### config.mk
export PLATFORM = sky130hd
export DESIGN_NAME = dcs_loop_sync_regs
export DESIGN_NICKNAME = d
export VERILOG_FILES = /design/src/hdl/dcs_pkg.sv /design/src/hdl/dcs_avg_filter.sv /design/src/hdl/dcs_sync_gen.sv /design/src/hdl/dcs_loop_sync_regs.sv
export SDC_FILE = /design/constraint.sdc
export NUM_CORES = 2
export LEC_CHECK = 0
export BUFFER_PORTS_ARGS = -buffer_cell sky130_fd_sc_hd__buf_2
export CAP_MARGIN = 20
export CORE_UTILIZATION = 55
export CTS_CLUSTER_SIZE = 24
export DETAILED_ROUTE_END_ITERATION = 7
export MAX_ROUTING_LAYER = met4
export PLACE_DENSITY = 0.77
export REMOVE_ABC_BUFFERS = 1
export SLEW_MARGIN = 20
export SYNTH_ARGS = -nofsm -noshare
export SYNTH_HDL_FRONTEND = slang
export SYNTH_SLANG_ARGS = --single-unit
### constraint.sdc
create_clock -name ref_clk -period 14.8 [get_ports ref_clk]
set_input_delay 2.96 -clock ref_clk [delete_from_list [all_inputs] [get_ports ref_clk]]
set_output_delay 2.96 -clock ref_clk [all_outputs]
set_load 0.02 [all_outputs]
### src/hdl/dcs_pkg.sv
// Constants for the distributed-clock loop and sync activation group
package dcs_pkg;
   // ------------------------------------------------------------
   // Register offsets (byte addresses, LSB at lowest address)
   // ------------------------------------------------------------
   localparam logic [11:0] OFF_BW_LO = 12'h930;
   localparam logic [11:0] OFF_BW_HI = 12'h931;
   localparam logic [11:0] OFF_SPD_LO = 12'h932;
   localparam logic [11:0] OFF_SPD_HI = 12'h933;
   localparam logic [11:0] OFF_TDEPTH = 12'h934;
   localparam logic [11:0] OFF_SDEPTH = 12'h935;
   localparam logic [11:0] OFF_OWN = 12'h980;
   localparam logic [11:0] OFF_ACT = 12'h981;
   localparam logic [11:0] OFF_START = 12'h990;
   localparam logic [11:0] OFF_CYCLE = 12'h9a0;
   localparam logic [11:0] START_EXT_BYTE = 12'h993;
   localparam logic [11:0] START_TOP_BYTE = 12'h997;

   // ------------------------------------------------------------
   // Reset values and field masks
   // ------------------------------------------------------------
   localparam logic [14:0] BW_RST = 15'h1000;
   localparam logic [15:0] SPD_RST = 16'h0000;
   localparam logic [3:0] TDEPTH_RST = 4'h4;
   localparam logic [3:0] SDEPTH_RST = 4'hc;
   localparam logic [7:0] OWN_RST = 8'h00;
   localparam logic [7:0] OWN_MASK = 8'h31;
   localparam logic [7:0] ACT_RST = 8'h00;
   localparam logic [15:0] SPD_MARGIN = 16'h007f;

   // ------------------------------------------------------------
   // Bit positions
   // ------------------------------------------------------------
   localparam int OWN_SYNC = 0;
   localparam int OWN_LATCH0 = 4;
   localparam int OWN_LATCH1 = 5;
   localparam int ACT_UNIT = 0;
   localparam int ACT_GEN_FIRST = 1;
   localparam int ACT_GEN_SECOND = 2;
   localparam int ACT_AUTO = 3;
   localparam int ACT_EXT = 4;
   localparam int ACT_CHECK = 5;
   localparam int ACT_NEAR = 6;
   localparam int ACT_DEBUG = 7;

   // Short near-future window is 2^31 ns
   localparam logic [63:0] NEAR_SHORT = 64'h0000_0000_8000_0000;

   // ------------------------------------------------------------
   // Sync generator states
   // ------------------------------------------------------------
   typedef enum logic [3:0] {
      SG_IDLE = 4'b0001,
      SG_WAIT = 4'b0010,
      SG_RUN = 4'b0100,
      SG_DONE = 4'b1000
   } dcs_sg_state_t;
endpackage : dcs_pkg

### src/hdl/dcs_avg_filter.sv
// Running-average filter with a power-of-two depth and a clear input
`timescale 1ns/100ps
module dcs_avg_filter #(
   parameter int W = 32
) (
   input wire logic ref_clk,
   input wire logic nrst,
   input wire logic clear,
   input wire logic sample_valid,
   input wire logic signed [W-1:0] sample,
   input wire logic [3:0] depth,
   output logic signed [W-1:0] avg
);
   logic signed [W-1:0] avg_r;
   logic signed [W-1:0] avg_nxt;
   logic signed [W:0] delta;

   // Extra bit keeps the difference from wrapping
   always_comb begin
      delta = {sample[W-1], sample} - {avg_r[W-1], avg_r};
      avg_nxt = avg_r;
      if (clear) begin
         avg_nxt = '0;
      end else if (sample_valid) begin
         avg_nxt = avg_r + W'(delta >>> depth);
      end
   end

   always_ff @(posedge ref_clk or negedge nrst) begin
      if (!nrst) begin
         avg_r <= '0;
      end else begin
         avg_r <= avg_nxt;
      end
   end

   assign avg = avg_r;
endmodule : dcs_avg_filter

### src/hdl/dcs_sync_gen.sv
// Start-time and cycle scheduler for both sync outputs
`timescale 1ns/100ps
module dcs_sync_gen (
   input wire logic ref_clk,
   input wire logic nrst,
   input wire logic active,
   input wire logic check_en,
   input wire logic near_short,
   input wire logic [63:0] start_time,
   input wire logic [31:0] cycle_time,
   input wire logic [63:0] sys_time,
   output logic fire,
   output logic [63:0] next_time,
   output logic out_of_near
);
   dcs_pkg::dcs_sg_state_t st_r;
   dcs_pkg::dcs_sg_state_t st_nxt;
   logic [63:0] next_r;
   logic [63:0] next_nxt;
   logic fire_nxt;
   logic fire_r;
   logic oon_r;
   logic oon_nxt;
   logic [63:0] ahead;
   logic [63:0] late;
   logic outside;

   always_comb begin
      ahead = start_time - sys_time;
      late = sys_time - next_r;
      outside = near_short ? (ahead >= dcs_pkg::NEAR_SHORT) : ahead[63];
      st_nxt = st_r;
      next_nxt = next_r;
      fire_nxt = 1'b0;
      oon_nxt = oon_r;
      case (st_r)
         dcs_pkg::SG_IDLE: begin
            if (active) begin
               oon_nxt = outside;
               next_nxt = start_time;
               st_nxt = dcs_pkg::SG_WAIT;
               if (check_en && outside) begin
                  next_nxt = sys_time;
               end
            end
         end
         dcs_pkg::SG_WAIT, dcs_pkg::SG_RUN: begin
            if (!late[63]) begin
               fire_nxt = 1'b1;
               next_nxt = next_r + {32'h0000_0000, cycle_time};
               st_nxt = (cycle_time == 32'h0000_0000) ? dcs_pkg::SG_DONE : dcs_pkg::SG_RUN;
            end
         end
         dcs_pkg::SG_DONE: begin
            st_nxt = dcs_pkg::SG_DONE;
         end
         default: begin
            st_nxt = dcs_pkg::SG_IDLE;
         end
      endcase
      if (!active) begin
         st_nxt = dcs_pkg::SG_IDLE;
         fire_nxt = 1'b0;
      end
   end

   always_ff @(posedge ref_clk or negedge nrst) begin
      if (!nrst) begin
         st_r <= dcs_pkg::SG_IDLE;
         next_r <= 64'h0000_0000_0000_0000;
         fire_r <= 1'b0;
         oon_r <= 1'b0;
      end else begin
         st_r <= st_nxt;
         next_r <= next_nxt;
         fire_r <= fire_nxt;
         oon_r <= oon_nxt;
      end
   end

   assign fire = fire_r;
   assign next_time = next_r;
   assign out_of_near = oon_r;
endmodule : dcs_sync_gen

### src/hdl/dcs_loop_sync_regs.sv
// Loop tuning, unit ownership and sync activation registers
//
// Operation
// - Bandwidth 15 bits, reset 1000h, network writes
// - Bandwidth write clears difference and deviation
// - Deviation is signed 16-bit, reset zero
// - Deviation clamped to bandwidth minus 7Fh
// - Time filter depth 4 bits, write clears
// - Speed filter depth reset Ch, write resets
// - Bit 5 owns latch one and interrupt
// - Bit 4 owns latch zero, forced host
// - Bit 0 owns sync unit, network-only writes
// - Activation writable only by sync owner
// - Bit 7 fires one debug pulse
// - Bit 6 selects near-future window
// - Bit 5 starts immediately when outside window
// - Bit 4 extends 32-bit start time
// - Bit 3 auto-activates on start write
// - Bits 2,1 enable second, first outputs
// - Zero cycle time gives single shot
// - Start time writable when owner bit zero
`timescale 1ns/100ps
module dcs_loop_sync_regs (
   input wire logic ref_clk,
   input wire logic nrst,
   input wire logic [11:0] network_side_addr,
   input wire logic network_side_wr,
   input wire logic network_side_rd,
   input wire logic [7:0] network_side_wdata,
   output logic [7:0] network_side_rdata,
   output logic network_side_rvalid,
   input wire logic [11:0] host_side_interface_addr,
   input wire logic host_side_interface_wr,
   input wire logic host_side_interface_rd,
   input wire logic [7:0] host_side_interface_wdata,
   output logic [7:0] host_side_interface_rdata,
   output logic host_side_interface_rvalid,
   input wire logic [63:0] sys_time,
   input wire logic sys_time_host_ctrl,
   input wire logic time_diff_valid,
   input wire logic signed [31:0] time_diff_sample,
   input wire logic speed_err_valid,
   input wire logic signed [15:0] speed_err_sample,
   input wire logic latch0_event,
   input wire logic latch1_event,
   output logic signed [31:0] sys_time_diff,
   output logic [14:0] loop_bandwidth,
   output logic signed [15:0] clock_speed_deviation,
   output logic latch0_irq_network_side,
   output logic latch0_irq_host_side_interface,
   output logic latch1_irq_network_side,
   output logic latch1_irq_host_side_interface,
   output logic sync_output_first,
   output logic sync_output_second
);
   // ------------------------------------------------------------
   // Register state
   // ------------------------------------------------------------
   logic [14:0] bw_r, bw_nxt;
   logic [3:0] tdepth_r, tdepth_nxt;
   logic [3:0] sdepth_r, sdepth_nxt;
   logic [7:0] own_r, own_nxt;
   logic [7:0] act_r, act_nxt;
   logic [63:0] start_r, start_nxt;
   logic [31:0] cycle_r, cycle_nxt;
   logic signed [15:0] spd_r, spd_nxt;
   logic [7:0] net_rdata_r, net_rdata_nxt;
   logic [7:0] host_rdata_r, host_rdata_nxt;
   logic net_rvalid_r, host_rvalid_r;
   logic l0n_r, l0h_r, l1n_r, l1h_r;
   logic l0n_nxt, l0h_nxt, l1n_nxt, l1h_nxt;
   logic s1_r, s2_r, s1_nxt, s2_nxt;

   // ------------------------------------------------------------
   // Write port selection
   // ------------------------------------------------------------
   // One write per cycle; network side wins a same-cycle collision
   logic w_en;
   logic w_host;
   logic [11:0] w_addr;
   logic [7:0] w_data;
   logic own_ok;
   logic clr_tdiff, clr_spd, clr_sfilt;
   logic start_commit;
   logic dbg_fire;
   logic own_latch0;
   logic gen_fire;
   logic [63:0] gen_next;
   logic gen_oon;
   logic signed [15:0] spd_filt;
   logic signed [15:0] spd_lim;

   always_comb begin
      w_en = network_side_wr | host_side_interface_wr;
      w_host = !network_side_wr;
      w_addr = network_side_wr ? network_side_addr : host_side_interface_addr;
      w_data = network_side_wr ? network_side_wdata : host_side_interface_wdata;
      own_ok = (w_host == own_r[dcs_pkg::OWN_SYNC]);
   end

   function automatic logic in_range(input logic [11:0] a, input logic [11:0] base,
                                     input logic [11:0] len);
      in_range = (a >= base) && (a < base + len);
   endfunction : in_range

   function automatic logic [7:0] byte_of64(input logic [63:0] v, input logic [2:0] idx);
      byte_of64 = v[{idx, 3'b000} +: 8];
   endfunction : byte_of64

   // ------------------------------------------------------------
   // Register writes
   // ------------------------------------------------------------
   always_comb begin
      bw_nxt = bw_r;
      tdepth_nxt = tdepth_r;
      sdepth_nxt = sdepth_r;
      own_nxt = own_r;
      act_nxt = act_r;
      start_nxt = start_r;
      cycle_nxt = cycle_r;
      clr_tdiff = 1'b0;
      clr_spd = 1'b0;
      clr_sfilt = 1'b0;
      start_commit = 1'b0;
      dbg_fire = 1'b0;
      if (w_en && !w_host) begin
         if (w_addr == dcs_pkg::OFF_BW_LO) begin
            bw_nxt[7:0] = w_data;
         end
         if (w_addr == dcs_pkg::OFF_BW_HI) begin
            bw_nxt[14:8] = w_data[6:0];
         end
         if (w_addr == dcs_pkg::OFF_BW_LO || w_addr == dcs_pkg::OFF_BW_HI) begin
            clr_tdiff = 1'b1;
            clr_spd = 1'b1;
         end
         if (w_addr == dcs_pkg::OFF_TDEPTH) begin
            tdepth_nxt = w_data[3:0];
            clr_tdiff = 1'b1;
         end
         if (w_addr == dcs_pkg::OFF_SDEPTH) begin
            sdepth_nxt = w_data[3:0];
            clr_sfilt = 1'b1;
         end
         if (w_addr == dcs_pkg::OFF_OWN) begin
            own_nxt = w_data & dcs_pkg::OWN_MASK;
         end
      end
      if (w_en && own_ok) begin
         if (w_addr == dcs_pkg::OFF_ACT) begin
            act_nxt = w_data;
            dbg_fire = w_data[dcs_pkg::ACT_DEBUG];
         end
         if (in_range(w_addr, dcs_pkg::OFF_CYCLE, 12'h004)) begin
            cycle_nxt[{w_addr[1:0], 3'b000} +: 8] = w_data;
         end
      end
      // start time only while network owns unit
      if (w_en && !w_host && !own_r[dcs_pkg::OWN_SYNC]
          && in_range(w_addr, dcs_pkg::OFF_START, 12'h008)) begin
         start_nxt[{w_addr[2:0], 3'b000} +: 8] = w_data;
         if (w_addr == dcs_pkg::START_EXT_BYTE && act_r[dcs_pkg::ACT_EXT]) begin
            start_nxt[63:32] = sys_time[63:32]
               + {31'h0, (start_nxt[31:0] < sys_time[31:0])};
            start_commit = 1'b1;
         end
         if (w_addr == dcs_pkg::START_TOP_BYTE) begin
            start_commit = 1'b1;
         end
      end
      if (start_commit && act_nxt[dcs_pkg::ACT_AUTO]) begin
         act_nxt[dcs_pkg::ACT_UNIT] = 1'b1;
      end
   end

   always_ff @(posedge ref_clk or negedge nrst) begin
      if (!nrst) begin
         bw_r <= dcs_pkg::BW_RST;
         tdepth_r <= dcs_pkg::TDEPTH_RST;
         sdepth_r <= dcs_pkg::SDEPTH_RST;
         own_r <= dcs_pkg::OWN_RST;
         act_r <= dcs_pkg::ACT_RST;
         start_r <= 64'h0000_0000_0000_0000;
         cycle_r <= 32'h0000_0000;
      end else begin
         bw_r <= bw_nxt;
         tdepth_r <= tdepth_nxt;
         sdepth_r <= sdepth_nxt;
         own_r <= own_nxt;
         act_r <= act_nxt;
         start_r <= start_nxt;
         cycle_r <= cycle_nxt;
      end
   end

   // ------------------------------------------------------------
   // Loop filters and speed deviation
   // ------------------------------------------------------------
   // difference filter cleared
   dcs_avg_filter #(.W(32)) u_tdiff (
      .ref_clk(ref_clk),
      .nrst(nrst),
      .clear(clr_tdiff),
      .sample_valid(time_diff_valid),
      .sample(time_diff_sample),
      .depth(tdepth_r),
      .avg(sys_time_diff)
   );

   dcs_avg_filter #(.W(16)) u_speed (
      .ref_clk(ref_clk),
      .nrst(nrst),
      .clear(clr_sfilt | clr_spd),
      .sample_valid(speed_err_valid),
      .sample(speed_err_sample),
      .depth(sdepth_r),
      .avg(spd_filt)
   );

   always_comb begin
      spd_lim = signed'({1'b0, bw_r} - dcs_pkg::SPD_MARGIN);
      spd_nxt = spd_filt;
      if (spd_filt > spd_lim) begin
         spd_nxt = spd_lim;
      end else if (spd_filt < -spd_lim) begin
         spd_nxt = -spd_lim;
      end
      if (clr_spd) begin
         spd_nxt = dcs_pkg::SPD_RST;
      end
   end

   always_ff @(posedge ref_clk or negedge nrst) begin
      if (!nrst) begin
         spd_r <= dcs_pkg::SPD_RST;
      end else begin
         spd_r <= spd_nxt;
      end
   end

   // ------------------------------------------------------------
   // Sync scheduling and outputs
   // ------------------------------------------------------------
   // window, check and single shot
   dcs_sync_gen u_gen (
      .ref_clk(ref_clk),
      .nrst(nrst),
      .active(act_r[dcs_pkg::ACT_UNIT]),
      .check_en(act_r[dcs_pkg::ACT_CHECK]),
      .near_short(act_r[dcs_pkg::ACT_NEAR]),
      .start_time(start_r),
      .cycle_time(cycle_r),
      .sys_time(sys_time),
      .fire(gen_fire),
      .next_time(gen_next),
      .out_of_near(gen_oon)
   );

   always_comb begin
      s1_nxt = gen_fire & act_r[dcs_pkg::ACT_GEN_FIRST];
      s2_nxt = gen_fire & act_r[dcs_pkg::ACT_GEN_SECOND];
      if (dbg_fire) begin
         s1_nxt = s1_nxt | w_data[dcs_pkg::ACT_GEN_FIRST];
         s2_nxt = s2_nxt | w_data[dcs_pkg::ACT_GEN_SECOND];
      end
      // host-timed system forces host latch zero
      own_latch0 = own_r[dcs_pkg::OWN_LATCH0] | sys_time_host_ctrl;
      l0n_nxt = latch0_event & !own_latch0;
      l0h_nxt = latch0_event & own_latch0;
      l1n_nxt = latch1_event & !own_r[dcs_pkg::OWN_LATCH1];
      l1h_nxt = latch1_event & own_r[dcs_pkg::OWN_LATCH1];
   end

   always_ff @(posedge ref_clk or negedge nrst) begin
      if (!nrst) begin
         s1_r <= 1'b0;
         s2_r <= 1'b0;
         l0n_r <= 1'b0;
         l0h_r <= 1'b0;
         l1n_r <= 1'b0;
         l1h_r <= 1'b0;
      end else begin
         s1_r <= s1_nxt;
         s2_r <= s2_nxt;
         l0n_r <= l0n_nxt;
         l0h_r <= l0h_nxt;
         l1n_r <= l1n_nxt;
         l1h_r <= l1h_nxt;
      end
   end

   // ------------------------------------------------------------
   // Read decode
   // ------------------------------------------------------------
   // unmapped and reserved bits read zero
   function automatic logic [7:0] rd_byte(input logic [11:0] a);
      logic [7:0] own_view;
      own_view = own_r;
      own_view[dcs_pkg::OWN_LATCH0] = own_r[dcs_pkg::OWN_LATCH0] | sys_time_host_ctrl;
      rd_byte = 8'h00;
      if (a == dcs_pkg::OFF_BW_LO) rd_byte = bw_r[7:0];
      if (a == dcs_pkg::OFF_BW_HI) rd_byte = {1'b0, bw_r[14:8]};
      if (a == dcs_pkg::OFF_SPD_LO) rd_byte = spd_r[7:0];
      if (a == dcs_pkg::OFF_SPD_HI) rd_byte = spd_r[15:8];
      if (a == dcs_pkg::OFF_TDEPTH) rd_byte = {4'h0, tdepth_r};
      if (a == dcs_pkg::OFF_SDEPTH) rd_byte = {4'h0, sdepth_r};
      if (a == dcs_pkg::OFF_OWN) rd_byte = own_view;
      if (a == dcs_pkg::OFF_ACT) rd_byte = act_r;
      if (in_range(a, dcs_pkg::OFF_START, 12'h008)) rd_byte = byte_of64(gen_next, a[2:0]);
      if (in_range(a, dcs_pkg::OFF_CYCLE, 12'h004)) rd_byte = cycle_r[{a[1:0], 3'b000} +: 8];
   endfunction : rd_byte

   always_comb begin
      net_rdata_nxt = network_side_rd ? rd_byte(network_side_addr) : net_rdata_r;
      host_rdata_nxt = host_side_interface_rd ? rd_byte(host_side_interface_addr)
                                              : host_rdata_r;
   end

   always_ff @(posedge ref_clk or negedge nrst) begin
      if (!nrst) begin
         net_rdata_r <= 8'h00;
         host_rdata_r <= 8'h00;
         net_rvalid_r <= 1'b0;
         host_rvalid_r <= 1'b0;
      end else begin
         net_rdata_r <= net_rdata_nxt;
         host_rdata_r <= host_rdata_nxt;
         net_rvalid_r <= network_side_rd;
         host_rvalid_r <= host_side_interface_rd;
      end
   end

   assign network_side_rdata = net_rdata_r;
   assign network_side_rvalid = net_rvalid_r;
   assign host_side_interface_rdata = host_rdata_r;
   assign host_side_interface_rvalid = host_rvalid_r;
   assign loop_bandwidth = bw_r;
   assign clock_speed_deviation = spd_r;
   assign latch0_irq_network_side = l0n_r;
   assign latch0_irq_host_side_interface = l0h_r;
   assign latch1_irq_network_side = l1n_r;
   assign latch1_irq_host_side_interface = l1h_r;
   assign sync_output_first = s1_r;
   assign sync_output_second = s2_r;

   // Kept for a future status view of the plausibility result
   logic oon_unused;
   assign oon_unused = gen_oon;
endmodule : dcs_loop_sync_regs

# After elaboration in Yosys (flattened, before gate mapping)
# Cells that the tools add are included.
dict set report word_totals {
  in_bits 163
  ff_bits 287
  romBits 0
  ram_bits 0
  latch_bits 0
  elab_cells 201
  output_inout_bits 87
  memories 0
}
dict set report classes {
  n_addsub 12
  multipliers 0
  eq_ne 32
  n_lt_le_gt_ge 16
  bitwise 11
  shifts 10
  div 0
  reduce_logical 34
  mux 60
}
# operator count
set op_table {}
lappend op_table {{$eq 12x12->1 const B} 24}
lappend op_table {{$mux 64} 3}
lappend op_table {{$mux 8} 21}
lappend op_table {{$pmux 64 s2} 1}
lappend op_table {{$shiftx 64x7->8} 2}
lappend op_table {{$sub 64x64->64} 2}
lappend op_table {{$mux 32} 3}
lappend op_table {{$mux 16} 5}
lappend op_table {{$ge 12x12->1 const B} 6}
lappend op_table {{$lt 12x12->1 const B} 6}
lappend op_table {{$add 64x32->64} 1}
lappend op_table {{$bwmux 64} 1}
lappend op_table {{$ge 64x32->1 const B} 1}
lappend op_table {{$shift 8x8->64 const A} 1}
lappend op_table {{$shiftx 32x6->8} 2}
lappend op_table {{$shiftx 8x8->64} 1}
lappend op_table {{$sshr 33x4->32} 1}
lappend op_table {{$sub 32x32->33} 1}
lappend op_table {{$add 32x1->32} 1}
lappend op_table {{$add 32x32->32} 1}
lappend op_table {{$bwmux 32} 1}
lappend op_table {{$logic_not 32->1} 1}
lappend op_table {{$lt 32x32->1} 1}
lappend op_table {{$shift 8x7->32 const A} 1}
lappend op_table {{other kinds (30)} 87}

# Depth between registers and ports, before layout
dict set report logic_depth {
  ltp_word 11
  ltp_mapped 33
  ltp_nobuf 31
}

# Hierarchy
# From an unflattened synthesis, not the netlist that was laid out.
dict set report unflattened {
  cells_unflattened 4366
  hier_area_um2 34744.6
}
# module seq_area_each_um2 cells_per_inst area_each_um2 n_inst
set modules_own_cells {}
lappend modules_own_cells {dcs_loop_sync_regs 4259.1 1435 13063.8 1}
lappend modules_own_cells {dcs_sync_gen 1752.9 1668 11945.2 1}
lappend modules_own_cells {{dcs_avg_filter (u_tdiff)} 800.8 841 6576.3 1}
lappend modules_own_cells {{dcs_avg_filter (u_speed)} 400.4 422 3159.3 1}

# Least setup slack after synthesis
# No wires, ideal clock.
dict set report synth_path {
  kind {input port to flip-flop}
  from {input network_side_addr[1]}
  to {register start_r[60]}
  required_ns 14.667
  cell_stages 31
  setup_time_ns 0.133
  t_arrival_ns 8.640
  setup_slack_ns 6.027
  cell_sequence {clkbuf_1 > mux2_2 > inv_1 > ha_1 > ha_1 > nor2b_1 > nand2_1 > nor3_1 > clkbuf_1 > a21oi_1 > ha_1 > and4_1 > a21oi_1 > nand2_1 > a21oi_1 > nor2b_1 > o21ai_0 > nand2b_1 > a31o_2 > a221oi_1 > ha_1 > ha_1 > nand3_1 > nor3_1 > and3_1 > nand2_1 > nor3_1 > nand2_1 > xnor2_1 > o211ai_1 > o21ai_0}
}
dict set report synth_between {
  elab_chain_cells 7
  elab_cells_between_ends 14
}
# item line_no
set synth_lines {}
lappend synth_lines {{from (decl)} dcs_loop_sync_regs.sv:26} ;# input wire logic [11:0] network_side_addr,
lappend synth_lines {{$mux 12 (*)} dcs_loop_sync_regs.sv:96} ;# w_addr = network_side_wr ? network_side_addr : host_side_interface_addr;
lappend synth_lines {{$neg 6->8} dcs_loop_sync_regs.sv:161} ;# start_nxt[{w_addr[2:0], 3'b000} +: 8] = w_data;
lappend synth_lines {{$shiftx 8x8->64 / $shift 8x8->64 (equally long branches)} dcs_loop_sync_regs.sv:161}
lappend synth_lines {{$bwmux 64} dcs_loop_sync_regs.sv:161}
lappend synth_lines {{$lt 32x32->1} dcs_loop_sync_regs.sv:164} ;# + {31'h0, (start_nxt[31:0] < sys_time[31:0])};
lappend synth_lines {{$add 32x1->32} dcs_loop_sync_regs.sv:164}
lappend synth_lines {{$mux 32} dcs_loop_sync_regs.sv:162} ;# if (w_addr == dcs_pkg::START_EXT_BYTE && act_r[dcs_pkg::ACT_EXT]) begin
lappend synth_lines {{to (signal assigned)} dcs_loop_sync_regs.sv:191} ;# start_r <= start_nxt;
lappend synth_lines {{to (decl)} dcs_loop_sync_regs.sv:64} ;# logic [63:0] start_r, start_nxt;
# Every way passes the cells marked *; elsewhere a longest branch is shown, timed or not.
# A chain may end at the register's enable or synchronous reset.

# Final worst setup path
dict set report layout_path {
  from {input network_side_addr[0]}
  to {register start_r[63]}
}
# The elaborated chain is that of the path after synthesis.

==> qor.yml <==
grt_pass1_wl_mm: 171
p_sw_w: 0.00325
internal_power_w: 0.00347
clkLatencyLatePin_ns: 0.58
synth_seq_area_share_pct: 22.3
clock_sinks: 287
fp.dieArea_um2: 59600
fmax_ghz: 0.102
hold-path-endpoint: "sync_output_second$_DFF_PN0_"
syn_inst: 3979
worstRegToRegCells: 27
layout_common_cells: "nor2_1 (355), a21oi_1 (346), nand2_1 (344)"
cpPeakStageDelay_ns: 0.80
gp_congestion: 1.02
drt-initial-drc-count: 3250
clockBufferDepth: 3
min_period_ns: 9.81
first_pass_iters: 6
syn_area_um2: 32200
cts-resized-gates: 0
yosysTopAreaCell: "dfrtp_1"
routed_wirelength_mm: 111
crit_path_end_kind: "register"
rr_startpoint: "u_tdiff.avg[0]$_DFFE_PN0P_"
slowest_stage: "nor3_2"
synth_top_area_share_pct: 21.9
antenna_left: 0
critPathArrivalTime_ns: 10.20
final_common_cell: "nor2_1"
drv_cap: 0
die_x_um: 244
dp_hpwl_mm: 86.4
htree_levels: 2
utilization_pct: 61.0
tightest_slew_ns: 1.07
combPwrFrac_pct: 68.2
vias_per_cell: 6.57
initial_core_util_pct: 55.8
cts_inserted_buffers: 34
synth_warnings: 0
hold_start: "u_gen.fire$_DFF_PN0_"
grt_max_degree: 106
cp.required_ns: 15.19
ios: 250
ys.flop_type: "dfrtp_1"
timing_hold_violations_final: 0
drv_slew: 0
p_per_area_nw_per_um2: 191
areaGrowthSynthToFinish_pct: 9.35
cp-start-kind: "primary input"
overflow: 0
ff2ff_setup_slack_ns: 7.69
die_y_um: 244
core.rowCount: 88
crit_fanout: 47
power_frac_seq_pct: 18.8
grt_pass1_vias: 30055
whs_path_depth: 2
layout.nets: 4604
synth_edf_count: 0
peakVddDrop_v: 0.000129
drc: 0
clk_pin_slew_ns: 0.06
leakagePower_nw: 16.2
cts-root-buf: "clkbuf_16"
vias: 32247
cp_common_cell: "ha_1"
core_um2: 57800
async_flop_share_pct: 100
path_class: "primary input to register"
cts-hold-fix-buffers: 0
setup_violations: 0
ys_types: 86
status: "finished, final reports clean"
rsz0062_at_grt: "false"
postCtsSetupBuffers: 0
antenna_found_initial: 5
swShare_pct: 48.4
reg2reg_to: "u_tdiff.avg[30]$_DFFE_PN0P_"
finalClockSkew_ns: 0.0364
min_path_type: "register to register"
grtUsageTotal_pct: 37.6
power.share.clock_pct: 13.1
synth.area.top_cells: "dfrtp_1 (22%), ha_1 (13%), a21oi_1 (5.4%), mux4_2 (5.0%), nor2_1 (4.2%)"
cts_tree: "built"
final.period_utilization_pct: 66.3
setup-tns-final_ns: 0
ys_ff_latch: 287
n_fill_cell: 5195
wl_per_cell_um: 22.7
io_buffers: 249
layout-drive-gt1-share_pct: 12.9
maxSlewHeadroom_pct: 28.6
syn_avg_cell_area_um2: 8.10
-- area by class of cell --
class                   instances  area, um2  share of cell area, %
diodes                          8       20.0                 0.0568
multi-input cells            3230      23400                   66.3
clock inverters                13        144                  0.408
well taps                     765        957                   2.72
repair buffers                287       1540                   4.37
flip-flops and latches        287       7190                   20.4
inverters                     270       1010                   2.88
clock buffers                  49       1010                   2.86
-- per-stage QoR --
stage / cells / setup slack [ns] / area, um2 / power, W / hold WS [ns]
final: 4909 / 4.99 / 35200 / 0.00672 / 0.495
after detailed placement: 4839 / 4.62 / 34100 / 0.00572 / 0.484
after floorplan: 3787 / 6.19 / 31500 / 0.00459 / 0.453
after global routing: 4906 / 4.44 / 35200 / 0.00724 / 0.519
after CTS: 4901 / 5.18 / 35200 / 0.00663 / 0.498
after global placement: 4839 / 4.83 / 34100 / 0.00564 / 0.480
-- registers in the layout (all words and copies together), names as in the netlist, 15 cells and up --
| register | count |
|---|---|
| u_speed.avg | 16 |
| clock_speed_deviation | 16 |
| u_gen.next_time | 64 |
| loop_bandwidth | 15 |
| cycle_r | 32 |
| u_tdiff.avg | 32 |
| start_r | 64 |
-- routing by layer --
metal  share of wire, %  GRT usage, %  vias to the layer above
li1                   -             -                    15059
met1                 41          48.8                    15203
met2                 45          57.8                     1652
met3                8.8          5.71                      333
met4                4.9          16.7                        0
met5                  0             -                        -
-- cell families (layout without fill, tap and decap cells) --
kind of cell | count (synthesis) | after routing | share of synthesized area, %
mux | 262 | 262 | 11.2
flops | 287 | 287 | 22.3
simple gates | 1224 | 1224 | 17.9
compound gates | 1240 | 1240 | 25.5
buf+inv | 462 | 619 | 5.44
other cells | 0 | 8 | 0
xor+xnor | 173 | 173 | 4.70
fa+ha+maj | 331 | 331 | 13.0
-- power groups by stage --
stage	logic (W)	registers, W	clock network [W]
2_1_floorplan	0.00337	0.00122	0
3_3_place_gp	0.00439	0.00125	0
5_1_grt	0.00505	0.00127	0.000914
4_1_cts	0.00450	0.00125	0.000884
3_5_place_dp	0.00446	0.00126	0
6_report	0.00458	0.00126	0.000878
-- how the worst max path moves through the flow --
stage                                    start  cells past startpoint                           to  slack (ns)
after floorplan            time_diff_sample[0]                     28  u_tdiff.avg[30]$_DFFE_PN0P_        6.19
after global placement    network_side_addr[0]                     31      start_r[60]$_DFFE_PN0P_        4.83
after detailed placement  network_side_addr[0]                     29      start_r[63]$_DFFE_PN0P_        4.62
after CTS                 network_side_addr[0]                     29      start_r[63]$_DFFE_PN0P_        5.18
after global routing           network_side_wr                     28      start_r[63]$_DFFE_PN0P_        4.44
final                     network_side_addr[0]                     29      start_r[63]$_DFFE_PN0P_        4.99
-- synth_stat cells (16+ instances only) --
cell type / n
a211oi_1: 35
a21boi_0: 16
a21o_1: 94
a21oi_1: 346
a22o_1: 16
a22oi_1: 17
a31oi_1: 47
and2_1: 23
and3_1: 30
buf_1: 24
clkbuf_1: 160
dfrtp_1: 282
ha_1: 325
inv_1: 267
mux2_2: 58
mux2i_1: 132
mux4_2: 72
nand2_1: 344
nand2b_1: 41
nand3_1: 79
nand4_1: 67
nor2_1: 357
nor2b_1: 51
nor3_1: 91
nor4_1: 42
o211ai_1: 49
o21a_1: 41
o21ai_0: 250
o21bai_1: 25
o221a_1: 56
o22ai_1: 31
o31ai_1: 49
or2_2: 18
or3_1: 31
xnor2_1: 124
xor2_1: 49
-- critical path, delay by kind of cell --
kind            cells  cell delay [ns]
buf+inv             2             0.65
simple gates       12             2.83
compound gates      9             1.70
fa+ha+maj           4             1.42
mux                 1             0.42
xor+xnor            1             0.14
(Power assumes the default switching activity.)
